--- config.mk ---
export PLATFORM = sky130hd
export DESIGN_NAME = scs_core
export DESIGN_NICKNAME = d
export VERILOG_FILES = /design/src/core/scs_pkg.sv /design/src/core/scs_core.sv
export VERILOG_INCLUDE_DIRS = /design/src /design/src/core
export SDC_FILE = /design/constraint.sdc
export NUM_CORES = 1
export LEC_CHECK = 0
export ABC_AREA = 1
export BUFFER_PORTS_ARGS = -buffer_cell sky130_fd_sc_hd__buf_2
export CORE_MARGIN = 2
export CORE_UTILIZATION = 51
export DETAILED_ROUTE_END_ITERATION = 10
export PLACE_DENSITY = 0.74
export SLEW_MARGIN = 30
export SYNTH_ARGS = -nofsm -noshare
export SYNTH_HDL_FRONTEND = slang
export SYNTH_SLANG_ARGS = --single-unit
--- constraint.sdc ---
create_clock -name clk -period 1.52 [get_ports clk]
set_input_delay 0.152 -clock clk [delete_from_list [all_inputs] [get_ports clk]]
set_output_delay 0.152 -clock clk [all_outputs]
set_load 0.005 [all_outputs]
--- src/core/scs_regs.svh ---
// register offsets, field positions and reset values of the serial control and status logic
`ifndef SCS_REGS_SVH
`define SCS_REGS_SVH
`define SCS_ADDR_MODE     3'h0
`define SCS_ADDR_CTRL     3'h1
`define SCS_ADDR_STAT     3'h2
`define SCS_ADDR_TXD      3'h3
`define SCS_ADDR_RXD      3'h4
`define SCS_ADDR_CARD     3'h5
`define SCS_MODE_SYNC     7
`define SCS_MODE_MP       2
`define SCS_MODE_GM       7
`define SCS_CTL_TIE       7
`define SCS_CTL_RIE       6
`define SCS_CTL_TE        5
`define SCS_CTL_RE        4
`define SCS_CTL_ADDR_WAIT_EN      3
`define SCS_CTL_DONE_IRQ_EN      2
`define SCS_CTL_CK1       1
`define SCS_CTL_CK0       0
`define SCS_ST_TX_EMPTY_FLAG       7
`define SCS_ST_RX_FULL_FLAG       6
`define SCS_ST_OVERRUN_FLAG       5
`define SCS_ST_FER        4
`define SCS_ST_PER        3
`define SCS_ST_TX_DONE_FLAG       2
`define SCS_ST_MPB        1
`define SCS_ST_ADDR_FLAG_TX       0
`define SCS_MODE_RST      8'h00
`define SCS_CTRL_RST      8'h00
`define SCS_STAT_RST      8'h84
`define SCS_DIV4_LAST     6'h03
`define SCS_DIV16_LAST    6'h0F
`define SCS_DIV64_LAST    6'h3F
`endif

--- src/core/scs_pkg.sv ---
// types of the serial control and status logic
package scs_pkg;
  typedef enum logic [2:0] {
    SCS_TX_IDLE = 3'h1,
    SCS_TX_LOAD = 3'h2,
    SCS_TX_BUSY = 3'h4
  } scs_tx_e;
  typedef struct packed {
    logic       rx_done;
    logic       rx_mpb;
    logic       rx_frame_err;
    logic       rx_parity_err;
    logic [7:0] rx_data;
    logic       start_seen;
    logic       card_err;
    logic       tx_last_bit;
    logic       dma_tx_ack;
    logic       dma_rx_ack;
  } scs_line_s;
  typedef struct packed {
    logic       tx_empty_irq;
    logic       rx_full_irq;
    logic       rx_err_irq;
    logic       tx_done_irq;
    logic       baud_tick;
    logic       tx_load;
    logic [7:0] tx_byte;
    logic       tx_mpb;
    logic       rx_run;
    logic       sck_o;
    logic       sck_oe_n;
    logic       sck_ext;
  } scs_ctl_s;
  typedef struct packed {
    logic [7:0] mode;
    logic [7:0] ctrl;
    logic [7:0] stat;
    logic [7:0] txd;
    logic [7:0] rxd;
    logic       card;
    logic [7:0] rdata;
    logic [5:0] pre;
    logic       tick;
    logic       sck_div;
    scs_tx_e    tx_st;
    logic       rd_tdre1;
    logic       rd_rdrf1;
    logic       rd_orer1;
    logic       rd_fer1;
    logic       rd_per1;
    logic       rx_busy;
    scs_ctl_s   out;
  } scs_state_s;
endpackage

--- src/core/scs_core.sv ---
// serial control and status registers with prescaler, flags and interrupt requests
// Functional notes
// - prescaler select gives clock undivided, /4, /16 or /64 to baud generator
// - transmit interrupt requested by empty flag and enable; ends on clear
// - receive full and error interrupts gated by receive interrupt enable bit
// - transmit starts after holding write and empty flag clear; format set first
// - transmit empty flag held at one while transmit disabled
// - reception begins on start bit or synchronous clock when enabled
// - clearing receive enable leaves receive status flags unchanged
// - address wait discards frames with address bit zero, no flags set
// - frame with address bit one sets flag and clears address wait
// - done interrupt requested by done flag and enable; clears with empty flag
// - asynchronous clock source: port, bit clock out, or external x16
// - synchronous clock source: internal clock out or external input
// - card mode without cellular option: pin port or clock out
// - cellular option: fixed low, fixed high or clock output
// - status flags clear by writing zero or, for empty and full, by dma; one writes ignored except to the transmit address bit, which takes the written value
// - empty flag sets when disabled or on load; clears by write or dma
// - full flag sets on good frame; clears by write or dma read
// - reception while full sets overrun and drops new data
// - stop bit zero sets framing flag and stops further reception
// - done flag sets when disabled or last bit sent while empty
//
// Design decisions made here: the register addresses and the strobed register port.
`timescale 1ns/100ps
`default_nettype none
`include "scs_regs.svh"
module scs_core
  import scs_pkg::*;
(
  input  wire logic       clk,
  input  wire logic       sys_rst,
  input  wire logic [2:0] reg_addr,
  input  wire logic [7:0] reg_wdata,
  input  wire logic       reg_wr,
  input  wire logic       reg_rd,
  output logic      [7:0] reg_rdata,
  input  wire scs_line_s  line_in,
  output scs_ctl_s        ctl_out
);
  scs_state_s s_q;
  scs_state_s s_d;
  logic       rx_ok;
  logic       rx_blocked;
  logic [5:0] pre_last;
  logic       ck_hi;
  logic       ck_lo;
  logic       sync_m;
  logic       gm;

  always_comb begin
    s_d        = s_q;
    ck_hi      = s_q.ctrl[`SCS_CTL_CK1];
    ck_lo      = s_q.ctrl[`SCS_CTL_CK0];
    sync_m     = s_q.mode[`SCS_MODE_SYNC];
    gm         = s_q.mode[`SCS_MODE_GM];
    rx_ok      = 1'b0;
    rx_blocked = 1'b0;
    pre_last   = 6'h00;
    case (s_q.mode[1:0])
      2'b01:   pre_last = `SCS_DIV4_LAST;
      2'b10:   pre_last = `SCS_DIV16_LAST;
      2'b11:   pre_last = `SCS_DIV64_LAST;
      default: pre_last = 6'h00;
    endcase
    if (s_q.pre >= pre_last) begin
      s_d.pre  = 6'h00;
      s_d.tick = 1'b1;
    end else begin
      s_d.pre  = s_q.pre + 6'h01;
      s_d.tick = 1'b0;
    end
    if (s_q.tick) begin
      s_d.sck_div = ~s_q.sck_div;
    end
    s_d.rdata = 8'h00;
    // register reads, remember flags seen as one
    if (reg_rd) begin
      if (reg_addr == `SCS_ADDR_MODE) begin
        s_d.rdata = s_q.mode;
      end else if (reg_addr == `SCS_ADDR_CTRL) begin
        s_d.rdata = s_q.ctrl;
      end else if (reg_addr == `SCS_ADDR_STAT) begin
        s_d.rdata    = s_q.stat;
        s_d.rd_tdre1 = s_q.stat[`SCS_ST_TX_EMPTY_FLAG];
        s_d.rd_rdrf1 = s_q.stat[`SCS_ST_RX_FULL_FLAG];
        s_d.rd_orer1 = s_q.stat[`SCS_ST_OVERRUN_FLAG];
        s_d.rd_fer1  = s_q.stat[`SCS_ST_FER];
        s_d.rd_per1  = s_q.stat[`SCS_ST_PER];
      end else if (reg_addr == `SCS_ADDR_TXD) begin
        s_d.rdata = s_q.txd;
      end else if (reg_addr == `SCS_ADDR_RXD) begin
        s_d.rdata = s_q.rxd;
      end else if (reg_addr == `SCS_ADDR_CARD) begin
        s_d.rdata = {7'h00, s_q.card};
      end else begin
        s_d.rdata = 8'h00;
      end
    end
    // register writes
    if (reg_wr) begin
      if (reg_addr == `SCS_ADDR_MODE) begin
        s_d.mode = reg_wdata;
      end else if (reg_addr == `SCS_ADDR_CTRL) begin
        s_d.ctrl = reg_wdata;
      end else if (reg_addr == `SCS_ADDR_STAT) begin
        if (!reg_wdata[`SCS_ST_TX_EMPTY_FLAG] && s_q.rd_tdre1) begin
          s_d.stat[`SCS_ST_TX_EMPTY_FLAG] = 1'b0;
          s_d.stat[`SCS_ST_TX_DONE_FLAG] = 1'b0;
          s_d.rd_tdre1           = 1'b0;
        end
        if (!reg_wdata[`SCS_ST_RX_FULL_FLAG] && s_q.rd_rdrf1) begin
          s_d.stat[`SCS_ST_RX_FULL_FLAG] = 1'b0;
          s_d.rd_rdrf1           = 1'b0;
        end
        if (!reg_wdata[`SCS_ST_OVERRUN_FLAG] && s_q.rd_orer1) begin
          s_d.stat[`SCS_ST_OVERRUN_FLAG] = 1'b0;
          s_d.rd_orer1           = 1'b0;
        end
        if (!reg_wdata[`SCS_ST_FER] && s_q.rd_fer1) begin
          s_d.stat[`SCS_ST_FER] = 1'b0;
          s_d.rd_fer1           = 1'b0;
        end
        if (!reg_wdata[`SCS_ST_PER] && s_q.rd_per1) begin
          s_d.stat[`SCS_ST_PER] = 1'b0;
          s_d.rd_per1           = 1'b0;
        end
        s_d.stat[`SCS_ST_ADDR_FLAG_TX] = reg_wdata[`SCS_ST_ADDR_FLAG_TX];
      end else if (reg_addr == `SCS_ADDR_TXD) begin
        s_d.txd = reg_wdata;
      end else if (reg_addr == `SCS_ADDR_CARD) begin
        s_d.card = reg_wdata[0];
      end
    end
    if (line_in.dma_tx_ack && s_q.out.tx_empty_irq) begin
      s_d.stat[`SCS_ST_TX_EMPTY_FLAG] = 1'b0;
      s_d.stat[`SCS_ST_TX_DONE_FLAG] = 1'b0;
    end
    if (line_in.dma_rx_ack && s_q.out.rx_full_irq) begin
      s_d.stat[`SCS_ST_RX_FULL_FLAG] = 1'b0;
    end
    s_d.out.tx_load = 1'b0;
    case (s_q.tx_st)
      SCS_TX_IDLE: begin
        if (s_q.ctrl[`SCS_CTL_TE] && !s_q.stat[`SCS_ST_TX_EMPTY_FLAG]) begin
          s_d.tx_st = SCS_TX_LOAD;
        end
      end
      SCS_TX_LOAD: begin
        s_d.out.tx_load = 1'b1;
        s_d.out.tx_byte = s_q.txd;
        s_d.out.tx_mpb  = s_q.stat[`SCS_ST_ADDR_FLAG_TX];
        // empty sets on load, set wins
        s_d.stat[`SCS_ST_TX_EMPTY_FLAG] = 1'b1;
        s_d.tx_st              = SCS_TX_BUSY;
      end
      SCS_TX_BUSY: begin
        if (line_in.tx_last_bit) begin
          // done on last bit when empty
          if (s_q.stat[`SCS_ST_TX_EMPTY_FLAG]) begin
            s_d.stat[`SCS_ST_TX_DONE_FLAG] = 1'b1;
            s_d.tx_st              = SCS_TX_IDLE;
          end else begin
            s_d.tx_st = SCS_TX_LOAD;
          end
        end
      end
      default: s_d.tx_st = SCS_TX_IDLE;
    endcase
    if (!s_q.ctrl[`SCS_CTL_TE]) begin
      s_d.stat[`SCS_ST_TX_EMPTY_FLAG] = 1'b1;
      s_d.stat[`SCS_ST_TX_DONE_FLAG] = 1'b1;
      s_d.tx_st              = SCS_TX_IDLE;
    end
    rx_blocked = s_q.stat[`SCS_ST_OVERRUN_FLAG] | s_q.stat[`SCS_ST_FER] | s_q.stat[`SCS_ST_PER];
    if (s_q.ctrl[`SCS_CTL_RE] && line_in.start_seen && !rx_blocked) begin
      s_d.rx_busy = 1'b1;
    end
    if (!s_q.ctrl[`SCS_CTL_RE]) begin
      s_d.rx_busy = 1'b0;
    end
    if (line_in.rx_done && s_q.rx_busy) begin
      s_d.rx_busy = 1'b0;
      rx_ok       = 1'b1;
      if (s_q.mode[`SCS_MODE_MP] && !sync_m) begin
        s_d.stat[`SCS_ST_MPB] = line_in.rx_mpb;
        if (s_q.ctrl[`SCS_CTL_ADDR_WAIT_EN] && !line_in.rx_mpb) begin
          rx_ok = 1'b0;
        end
        if (s_q.ctrl[`SCS_CTL_ADDR_WAIT_EN] && line_in.rx_mpb) begin
          s_d.ctrl[`SCS_CTL_ADDR_WAIT_EN] = 1'b0;
        end
      end
    end
    if (rx_ok) begin
      if (s_q.stat[`SCS_ST_RX_FULL_FLAG]) begin
        s_d.stat[`SCS_ST_OVERRUN_FLAG] = 1'b1;
      end else if (line_in.rx_frame_err && !sync_m) begin
        s_d.stat[`SCS_ST_FER] = 1'b1;
        s_d.rxd               = line_in.rx_data;
      end else if (line_in.rx_parity_err && !sync_m) begin
        s_d.stat[`SCS_ST_PER] = 1'b1;
        s_d.rxd               = line_in.rx_data;
      end else begin
        s_d.stat[`SCS_ST_RX_FULL_FLAG] = 1'b1;
        s_d.rxd                = line_in.rx_data;
      end
    end
    if (s_q.card && line_in.card_err) begin
      s_d.stat[`SCS_ST_FER] = 1'b1;
    end
    s_d.out.tx_empty_irq = s_d.stat[`SCS_ST_TX_EMPTY_FLAG] & s_d.ctrl[`SCS_CTL_TIE];
    s_d.out.rx_full_irq  = s_d.stat[`SCS_ST_RX_FULL_FLAG] & s_d.ctrl[`SCS_CTL_RIE];
    s_d.out.rx_err_irq   = (s_d.stat[`SCS_ST_OVERRUN_FLAG] | s_d.stat[`SCS_ST_FER] | s_d.stat[`SCS_ST_PER])
                           & s_d.ctrl[`SCS_CTL_RIE];
    s_d.out.tx_done_irq  = s_d.stat[`SCS_ST_TX_DONE_FLAG] & s_d.ctrl[`SCS_CTL_DONE_IRQ_EN];
    s_d.out.baud_tick    = s_q.tick;
    s_d.out.rx_run       = s_d.rx_busy;
    s_d.out.sck_o        = s_q.sck_div;
    s_d.out.sck_oe_n     = 1'b1;
    s_d.out.sck_ext      = 1'b0;
    if (s_q.card) begin
      if (gm) begin
        s_d.out.sck_oe_n = 1'b0;
        if (!ck_lo) begin
          s_d.out.sck_o = ck_hi;
        end
      end else begin
        s_d.out.sck_oe_n = !(ck_lo && !ck_hi);
      end
    end else if (sync_m) begin
      s_d.out.sck_oe_n = ck_hi;
      s_d.out.sck_ext  = ck_hi;
    end else begin
      s_d.out.sck_oe_n = ck_hi | !ck_lo;
      s_d.out.sck_ext  = ck_hi;
    end
  end

  always_ff @(posedge clk) begin
    if (sys_rst) begin
      s_q          <= '0;
      s_q.mode     <= `SCS_MODE_RST;
      s_q.ctrl     <= `SCS_CTRL_RST;
      s_q.stat     <= `SCS_STAT_RST;
      s_q.tx_st    <= SCS_TX_IDLE;
      s_q.out.sck_oe_n <= 1'b1;
    end else begin
      s_q <= s_d;
    end
  end

  assign reg_rdata = s_q.rdata;
  assign ctl_out   = s_q.out;
endmodule
`default_nettype wire

==> results_dict.tcl, run 1 <==
set metrics [dict create \
    p_seq_share_pct 49.3 \
    maxSlewHeadroom_pct 78.7 \
    overflow 0 \
    cts-root-buf "clkbuf_8" \
    cp_cell_sequence "inv_4 > ha_4 > nand2_2 > inv_2 > o21ai_1 > nand2_1 > nor2_2 > nand2_2 > nor3b_2" \
    gp_congestion 0.888 \
    die_area_um2 7920 \
    cp.required_ns 1.82 \
    arrival_ns 1.79 \
    cp_common_cell "nand2_2" \
    post-route-cell-area_um2 4280 \
    path_max_fanout 6 \
    syn2layout_area_growth_pct 16.1 \
    avgSynthCellArea_um2 7.91 \
    die_x_um 89.0 \
    async_reset_ff_share_pct 0 \
    status "finished, final reports clean" \
    rsz0062_at_grt "yes" \
    p_int_uw 3530 \
    tightestPinTransition_ns 0.318 \
    hold_viol 0 \
    slew_violations 0 \
    powerDensity_nw_per_um2 1080 \
    synth_edf_count 0 \
    yosysUniqueCellTypes 37 \
    clockPowerShare_pct 42.7 \
    yosysSeqAreaShare_pct 45.6 \
    diodes 0 \
    place_inst 590 \
    cp_slowest_cell "dfxtp_4" \
    grt_pass1_wl_um 13600 \
    post_cts_buffers 0 \
    endpoint_kind "register" \
    crit_family "simple AND/OR/NAND/NOR gates" \
    dr.pass1.iters 5 \
    avgViaCountPerCell 5.27 \
    syn_inst 466 \
    via_count 3196 \
    cts-htree-levels 3 \
    grt_max_degree 42 \
    synth-main-ff-cell "dfxtp_1" \
    share_comb_of_total_power_pct 8.0 \
    cts_buffers 9 \
    power.switching_uw 1080 \
    portBuffers 58 \
    hpwl_um 6260 \
    fin_crit_ns 1.49 \
    yosysTopAreaCell "dfxtp_1" \
    worst-setup-path-type "register to register" \
    core_area_um2 6910 \
    holdBufCountCts 0 \
    finalCritPeriodShare_pct 98.1 \
    drc_errors 0 \
    fin_worst_skew_ns 0.00784 \
    fin_setup_tns_ns 0 \
    grt_pass1_vias 2839 \
    wirelength_um 8800 \
    grt_use_total_pct 22.8 \
    drt-wirelength-per-cell_um 14.5 \
    final_util_pct 62.0 \
    crit_buf_inv 2 \
    drt_iter0_markers 316 \
    yosys_warnings 0 \
    rows 30 \
    synth.cell_area_um2 3690 \
    p_leak_uw 0.00181 \
    ios 59 \
    finalPower_uw 4610 \
    final_cells 606 \
    cap_violations 0 \
    clk_path_buf_depth 2 \
    syn-num-nets 505 \
    initial_core_util_pct 53.4 \
    netlist_top_cells_area "dfxtp_1 46%, inv_1 6.8%, o21ai_0 6.8%" \
    clkTransAtPathRegs_ns 0.09 \
    rrSetupSlack_ns 0.03 \
    final-setup-viol-count 0 \
    drive_above_1_share_pct 23.5 \
    dpl_cell_area_um2 3920 \
    antenna_violating_nets_post_route 0 \
    die_h_um 89.0 \
    cts_tree "yes" \
    numClockSinks 84 \
    vdd_drop_max_mv 0.520 \
    critPathLaunchType "register" \
    hold_path.class "input pin to register" \
    synth_top_area_share_pct 45.6 \
    clock.fmax_mhz 671 \
    cp_slowest_stage_delay_ns 0.40 \
    clk_latency_ns 0.37 \
    fin_nets 544 \
    antenna_found_initial 0 \
    switching_share_pct 23.4 \
    ys_ff_latch 84 \
]
==> layout by cell type (no fill, tap or decap), drive strengths merged <==
master / Yosys / routed
dfxtp: 84 / 84
inv: 69 / 70
buf: 34 / 70
nor2: 53 / 53
o21ai: 50 / 50
a21oi: 48 / 48
nand2: 38 / 38
nand3: 22 / 22
o22ai: 13 / 13
clkbuf: 8 / 11
o221ai: 7 / 7
ha: 7 / 7
nor3: 6 / 6
and3: 5 / 5
a31oi: 4 / 4
o211ai: 3 / 3
nor4: 3 / 3
bufinv: 0 / 3
nand4: 2 / 2
xnor2: 2 / 2
xor2: 1 / 1
nor3b: 1 / 1
a21o: 1 / 1
o2111a: 1 / 1
a211oi: 1 / 1
o21a: 1 / 1
a21boi: 1 / 1
a41oi: 1 / 1
clkinv: 0 / 1
==> cell usage after synthesis (4+ instances only) <==
cell type,instances
nor2_1,49
o21ai_0,50
and3_1,5
nor3_1,6
o221ai_1,7
buf_4,28
nand3_1,19
a21oi_1,45
nand2_1,35
a31oi_1,4
inv_1,67
dfxtp_1,84
ha_1,7
o22ai_1,13
clkbuf_1,8
buf_2,4
==> sequential cells by signal (all words and copies together), names as in the netlist <==
signal,count
s_d,1
ck_hi,1
s_q,53
ck_lo,1
reg_rdata,8
ctl_out,19
gm,1
==> power groups by stage <==
stage	logic (µW)	clock network [µW]	registers, µW
2_1_floorplan	207	0	2320
6_report	368	1970	2270
3_3_place_gp	326	0	2320
3_5_place_dp	334	0	2320
4_1_cts	343	2000	2270
5_1_grt	406	2090	2280
==> final cells by class <==
class	instances	area [µm²]
Sequential cell	84	1690
Fill cell	634	2630
Timing Repair Buffer	70	393
Clock buffer	11	141
Clock inverter	5	108
Tap cell	96	120
Inverter	69	262
Multi-Input combinational cell	271	1570
==> metrics by stage <==
stage / setup WS (ns) / hold WS [ns]
6_report: 0.0288 / 0.0585
5_1_grt: -0.0348 / 0.0871
4_1_cts: 0.00337 / 0.0565
3_5_place_dp: -0.108 / 0.436
3_3_place_gp: -0.00503 / 0.438
2_1_floorplan: 0.0946 / 0.224
==> routing by layer <==
layer | track usage (%) | vias to the layer above | wire [µm] | part of all wire, %
li1 | - | 1599 | - | -
met1 | 31.6 | 1468 | 3980 | 45
met2 | 35.3 | 113 | 4020 | 46
met3 | 4.43 | 16 | 654 | 7.4
met4 | 8.82 | 0 | 152 | 1.7
met5 | 0 | - | 0 | 0
==> cell families (layout without fill, tap and decap cells) <==
kind of cell,Yosys count,in the layout,synth area share (%)
AOI/OAI and AO/OA,131,131,20.1
buffers and inverters,111,155,14.7
DFF,84,84,45.6
xor gates and xnor gates,3,3,0.713
and+or+nand+nor,130,130,16.5
adders and majority gates,7,7,2.38
==> what timing repair did <==
| action | in CTS | in global routing |
|---|---|---|
| cloned | 0 | 0 |
| pin swaps | 1 | 6 |
| gates resized for setup | 6 | 21 |
| endpoints found under the setup margin | 5 | 7 |
==> worst reg2reg max path, stage by stage (launching register included) <==
cell     delay (ns)
dfxtp_4        0.40
inv_4          0.06
ha_4           0.21
nand2_2        0.06
inv_2          0.03
o21ai_1        0.11
nand2_1        0.09
nor2_2         0.17
nand2_2        0.12
nor3b_2        0.19
==> path summary, 6_finish.rpt <==
check | to | startpoint | depth (start not counted)
worst max-delay path | s_q[32]$_SDFF_PP0_ | s_q[78]$_SDFFE_PP0P_ | 9
worst min-delay path | s_q[47]$_SDFFE_PP0P_ | line_in[7] | 3
worst max register to register | s_q[32]$_SDFF_PP0_ | s_q[78]$_SDFFE_PP0P_ | 9
worst min register to register | s_q[80]$_SDFFE_PP0P_ | s_q[80]$_SDFFE_PP0P_ | 2
Note: power is estimated with default switching activity, not from simulation.
==> run 2: changes to the inputs <==
--- a/config.mk
+++ b/config.mk
@@ -8,10 +8,12 @@
 export LEC_CHECK = 0
 export ABC_AREA = 1
 export BUFFER_PORTS_ARGS = -buffer_cell sky130_fd_sc_hd__buf_2
+export CELL_PAD_IN_SITES_DETAIL_PLACEMENT = 0
+export CELL_PAD_IN_SITES_GLOBAL_PLACEMENT = 1
 export CORE_MARGIN = 2
-export CORE_UTILIZATION = 51
+export CORE_UTILIZATION = 44
 export DETAILED_ROUTE_END_ITERATION = 10
-export PLACE_DENSITY = 0.74
+export PLACE_DENSITY = 0.82
 export SLEW_MARGIN = 30
 export SYNTH_ARGS = -nofsm -noshare
 export SYNTH_HDL_FRONTEND = slang
==> constraint.sdc (replaced) <==
create_clock -name clk -period 1.72 [get_ports clk]
set_input_delay 0.172 -clock clk [delete_from_list [all_inputs] [get_ports clk]]
set_output_delay 0.172 -clock clk [all_outputs]
set_load 0.005 [all_outputs]
==> run 2 against run 1 <==
- clock-buffer cell count down 1
- critical path depth fell by 3
- largest cell class unchanged
- power shrank 18%
- largest power group unchanged
- highest routed layer unchanged
- hold slack improved by 0.049 ns
- critical endpoint is now ctl_out[17]$_SDFF_PP0_
- fmax down 1.3%
- design area shrank 3.7%
- register-to-register slack better by 0.18 ns
- utilization fell by 12 points
- clock power decreased by 24%
- global-route usage down 2.3 points
- first-iteration DRC count down 42%
==> results_dict.tcl, run 2 (synthesized netlist as in run 1, its figures left out) <==
set metrics [dict create \
    status "finished, final reports clean" \
    route.met3.wl_um 476 \
    layout_commonest_cell "dfxtp_1" \
    post_cts_buffers 0 \
    final-setup-viol-count 0 \
    min_to "s_q[45]$_SDFFE_PP0P_" \
    crit_family "simple AND/OR/NAND/NOR gates" \
    fin_crit_ns 1.51 \
    drc_errors 0 \
    wl_met1_um 4210 \
    numClockSinks 84 \
    final_util_pct 50.4 \
    most-common-layout-cells "84 x dfxtp_1, 67 x inv_1, 58 x buf_2, 50 x o21ai_0, 48 x nor2_1" \
    cts-root-buf "clkbuf_8" \
    grt_use_total_pct 20.5 \
    clk_latency_ns 0.35 \
    hpwl_um 6590 \
    r2r_start "gm$_SDFFE_PP0P_" \
    hp-start "line_in[5]" \
    maxSlewHeadroom_pct 76.4 \
    powerDensity_nw_per_um2 921 \
    die_h_um 95.5 \
    switching_share_pct 23.7 \
    clkTransAtPathRegs_ns 0.08 \
    nFillCells 839 \
    power.switching_uw 900 \
    diodes 0 \
    worst-setup-path-type "register to register" \
    grt_pass1_vias 2848 \
    tightestPinTransition_ns 0.354 \
    top_register "s_q" \
    vdd_drop_max_mv 0.379 \
    dr.pass1.iters 4 \
    p_seq_share_pct 52.9 \
    cp_slowest_stage_delay_ns 0.46 \
    cts_buffers 9 \
    rows 33 \
    dpl_cell_area_um2 3910 \
    rsz0062_at_grt "no" \
    portBuffers 58 \
    slew_violations 0 \
    grt_pass1_wl_um 14100 \
    post-route-cell-area_um2 4120 \
    syn2layout_area_growth_pct 11.8 \
    final_cells 613 \
    fin_worst_skew_ns 0.00590 \
    clock.fmax_mhz 662 \
    grt_max_degree 22 \
    die_area_um2 9130 \
    hold_viol 0 \
    finalCritPeriodShare_pct 87.8 \
    p_leak_uw 0.00175 \
    drt_iter0_markers 183 \
    worstReg2RegEnd "ctl_out[17]$_SDFF_PP0_" \
    place_inst 598 \
    dr.max_layer_used "met4" \
    drive_above_1_share_pct 19.9 \
    wirelength_um 8710 \
    share_comb_of_total_power_pct 7.6 \
    overflow 0 \
    cap_violations 0 \
    core_area_um2 8180 \
    drt-wirelength-per-cell_um 14.2 \
    p_int_uw 2900 \
    gp_congestion 0.832 \
    largest_reg_flops 53 \
    initial_core_util_pct 45.1 \
    cts-htree-levels 3 \
    avgViaCountPerCell 5.08 \
    die_x_um 95.5 \
    path_max_fanout 18 \
    antenna_violating_nets_post_route 0 \
    clockPowerShare_pct 39.5 \
    reg2reg_depth 6 \
    whs_path_depth 3 \
    cp_common_cell "nor2_1" \
    endpoint_kind "register" \
    cts_tree "yes" \
    antenna_found_initial 0 \
    fin_nets 543 \
    ios 59 \
    post-place-ws_ns 0.157 \
    hold_path.class "input pin to register" \
    cp_cell_sequence "nor2_1 > nand2_1 > nand3_2 > nor2_1 > o21ai_0 > a21boi_1" \
    crit_buf_inv 0 \
    critPathLaunchType "register" \
    setup_ws_ns 0.210 \
    fin_setup_tns_ns 0 \
    cp.required_ns 2.00 \
    wl_met2_um 3920 \
    arrival_ns 1.79 \
    rrSetupSlack_ns 0.21 \
    cp_slowest_cell "dfxtp_1" \
    via_count 3111 \
    clk_path_buf_depth 2 \
]
run 2: changes by cell type in the layout (fill, tap and decap cells not counted), moves of 3 or more:
cell	before	now
ha_1	3	7
ha_4	4	0
inv_1	64	67
nand2_1	31	34
run 2: layer usage:
metal | GRT usage, % | vias to the layer above
li1 | - | 1603
met1 | 29.4 | 1414
met2 | 31.2 | 86
met3 | 3.08 | 8
met4 | 7.14 | 0
met5 | 0 | -
run 2: worst max-delay path by stage:
stage | from | end | slack (ns) | cells past startpoint
global placement | s_q[78]$_SDFFE_PP0P_ | s_q[32]$_SDFF_PP0_ | 0.20 | 9
CTS | s_q[78]$_SDFFE_PP0P_ | s_q[32]$_SDFF_PP0_ | 0.13 | 9
floorplan | s_q[78]$_SDFFE_PP0P_ | s_q[32]$_SDFF_PP0_ | 0.29 | 9
detailed placement | s_q[78]$_SDFFE_PP0P_ | s_q[32]$_SDFF_PP0_ | 0.16 | 9
finish | gm$_SDFFE_PP0P_ | ctl_out[17]$_SDFF_PP0_ | 0.21 | 6
global route | s_q[78]$_SDFFE_PP0P_ | s_q[32]$_SDFF_PP0_ | 0.01 | 9
run 2: metrics by stage:
step / total power (µW) / hold WS, ns
after global placement: 2340 / 0.437
after detailed placement: 2340 / 0.452
after CTS: 3830 / 0.0964
after floorplan: 2230 / 0.244
final: 3800 / 0.108
after global routing: 3960 / 0.137
run 2: final cells by class:
class	count	area, µm²	area share (%)
clock inverters	5	77.6	1.88
clock buffers	10	128	3.10
well taps	105	131	3.19
flip-flops and latches	84	1680	40.8
repair buffers	69	373	9.04
multi-input cells	271	1470	35.7
inverters	69	259	6.28
run 2: power by group through the flow:
stage / registers [µW] / clock network (µW) / logic (µW)
global placement: 2050 / 0 / 283
finish: 2010 / 1500 / 288
global route: 2010 / 1620 / 328
CTS: 2010 / 1530 / 287
floorplan: 2050 / 0 / 183
detailed placement: 2060 / 0 / 285
run 2: worst register-to-register path: cells and delay by family (launching register included):
| kind | cells | cell delay (ns) |
|---|---|---|
| flip-flops | 1 | 0.46 |
| AND/OR/NAND/NOR | 4 | 0.71 |
| AO/OA/AOI/OAI | 2 | 0.28 |
run 2: what timing repair did:
action | CTS | global route
gates resized for setup | 0 | 2
setup endpoints to repair | 0 | 3
hold buffers | 0 | 0
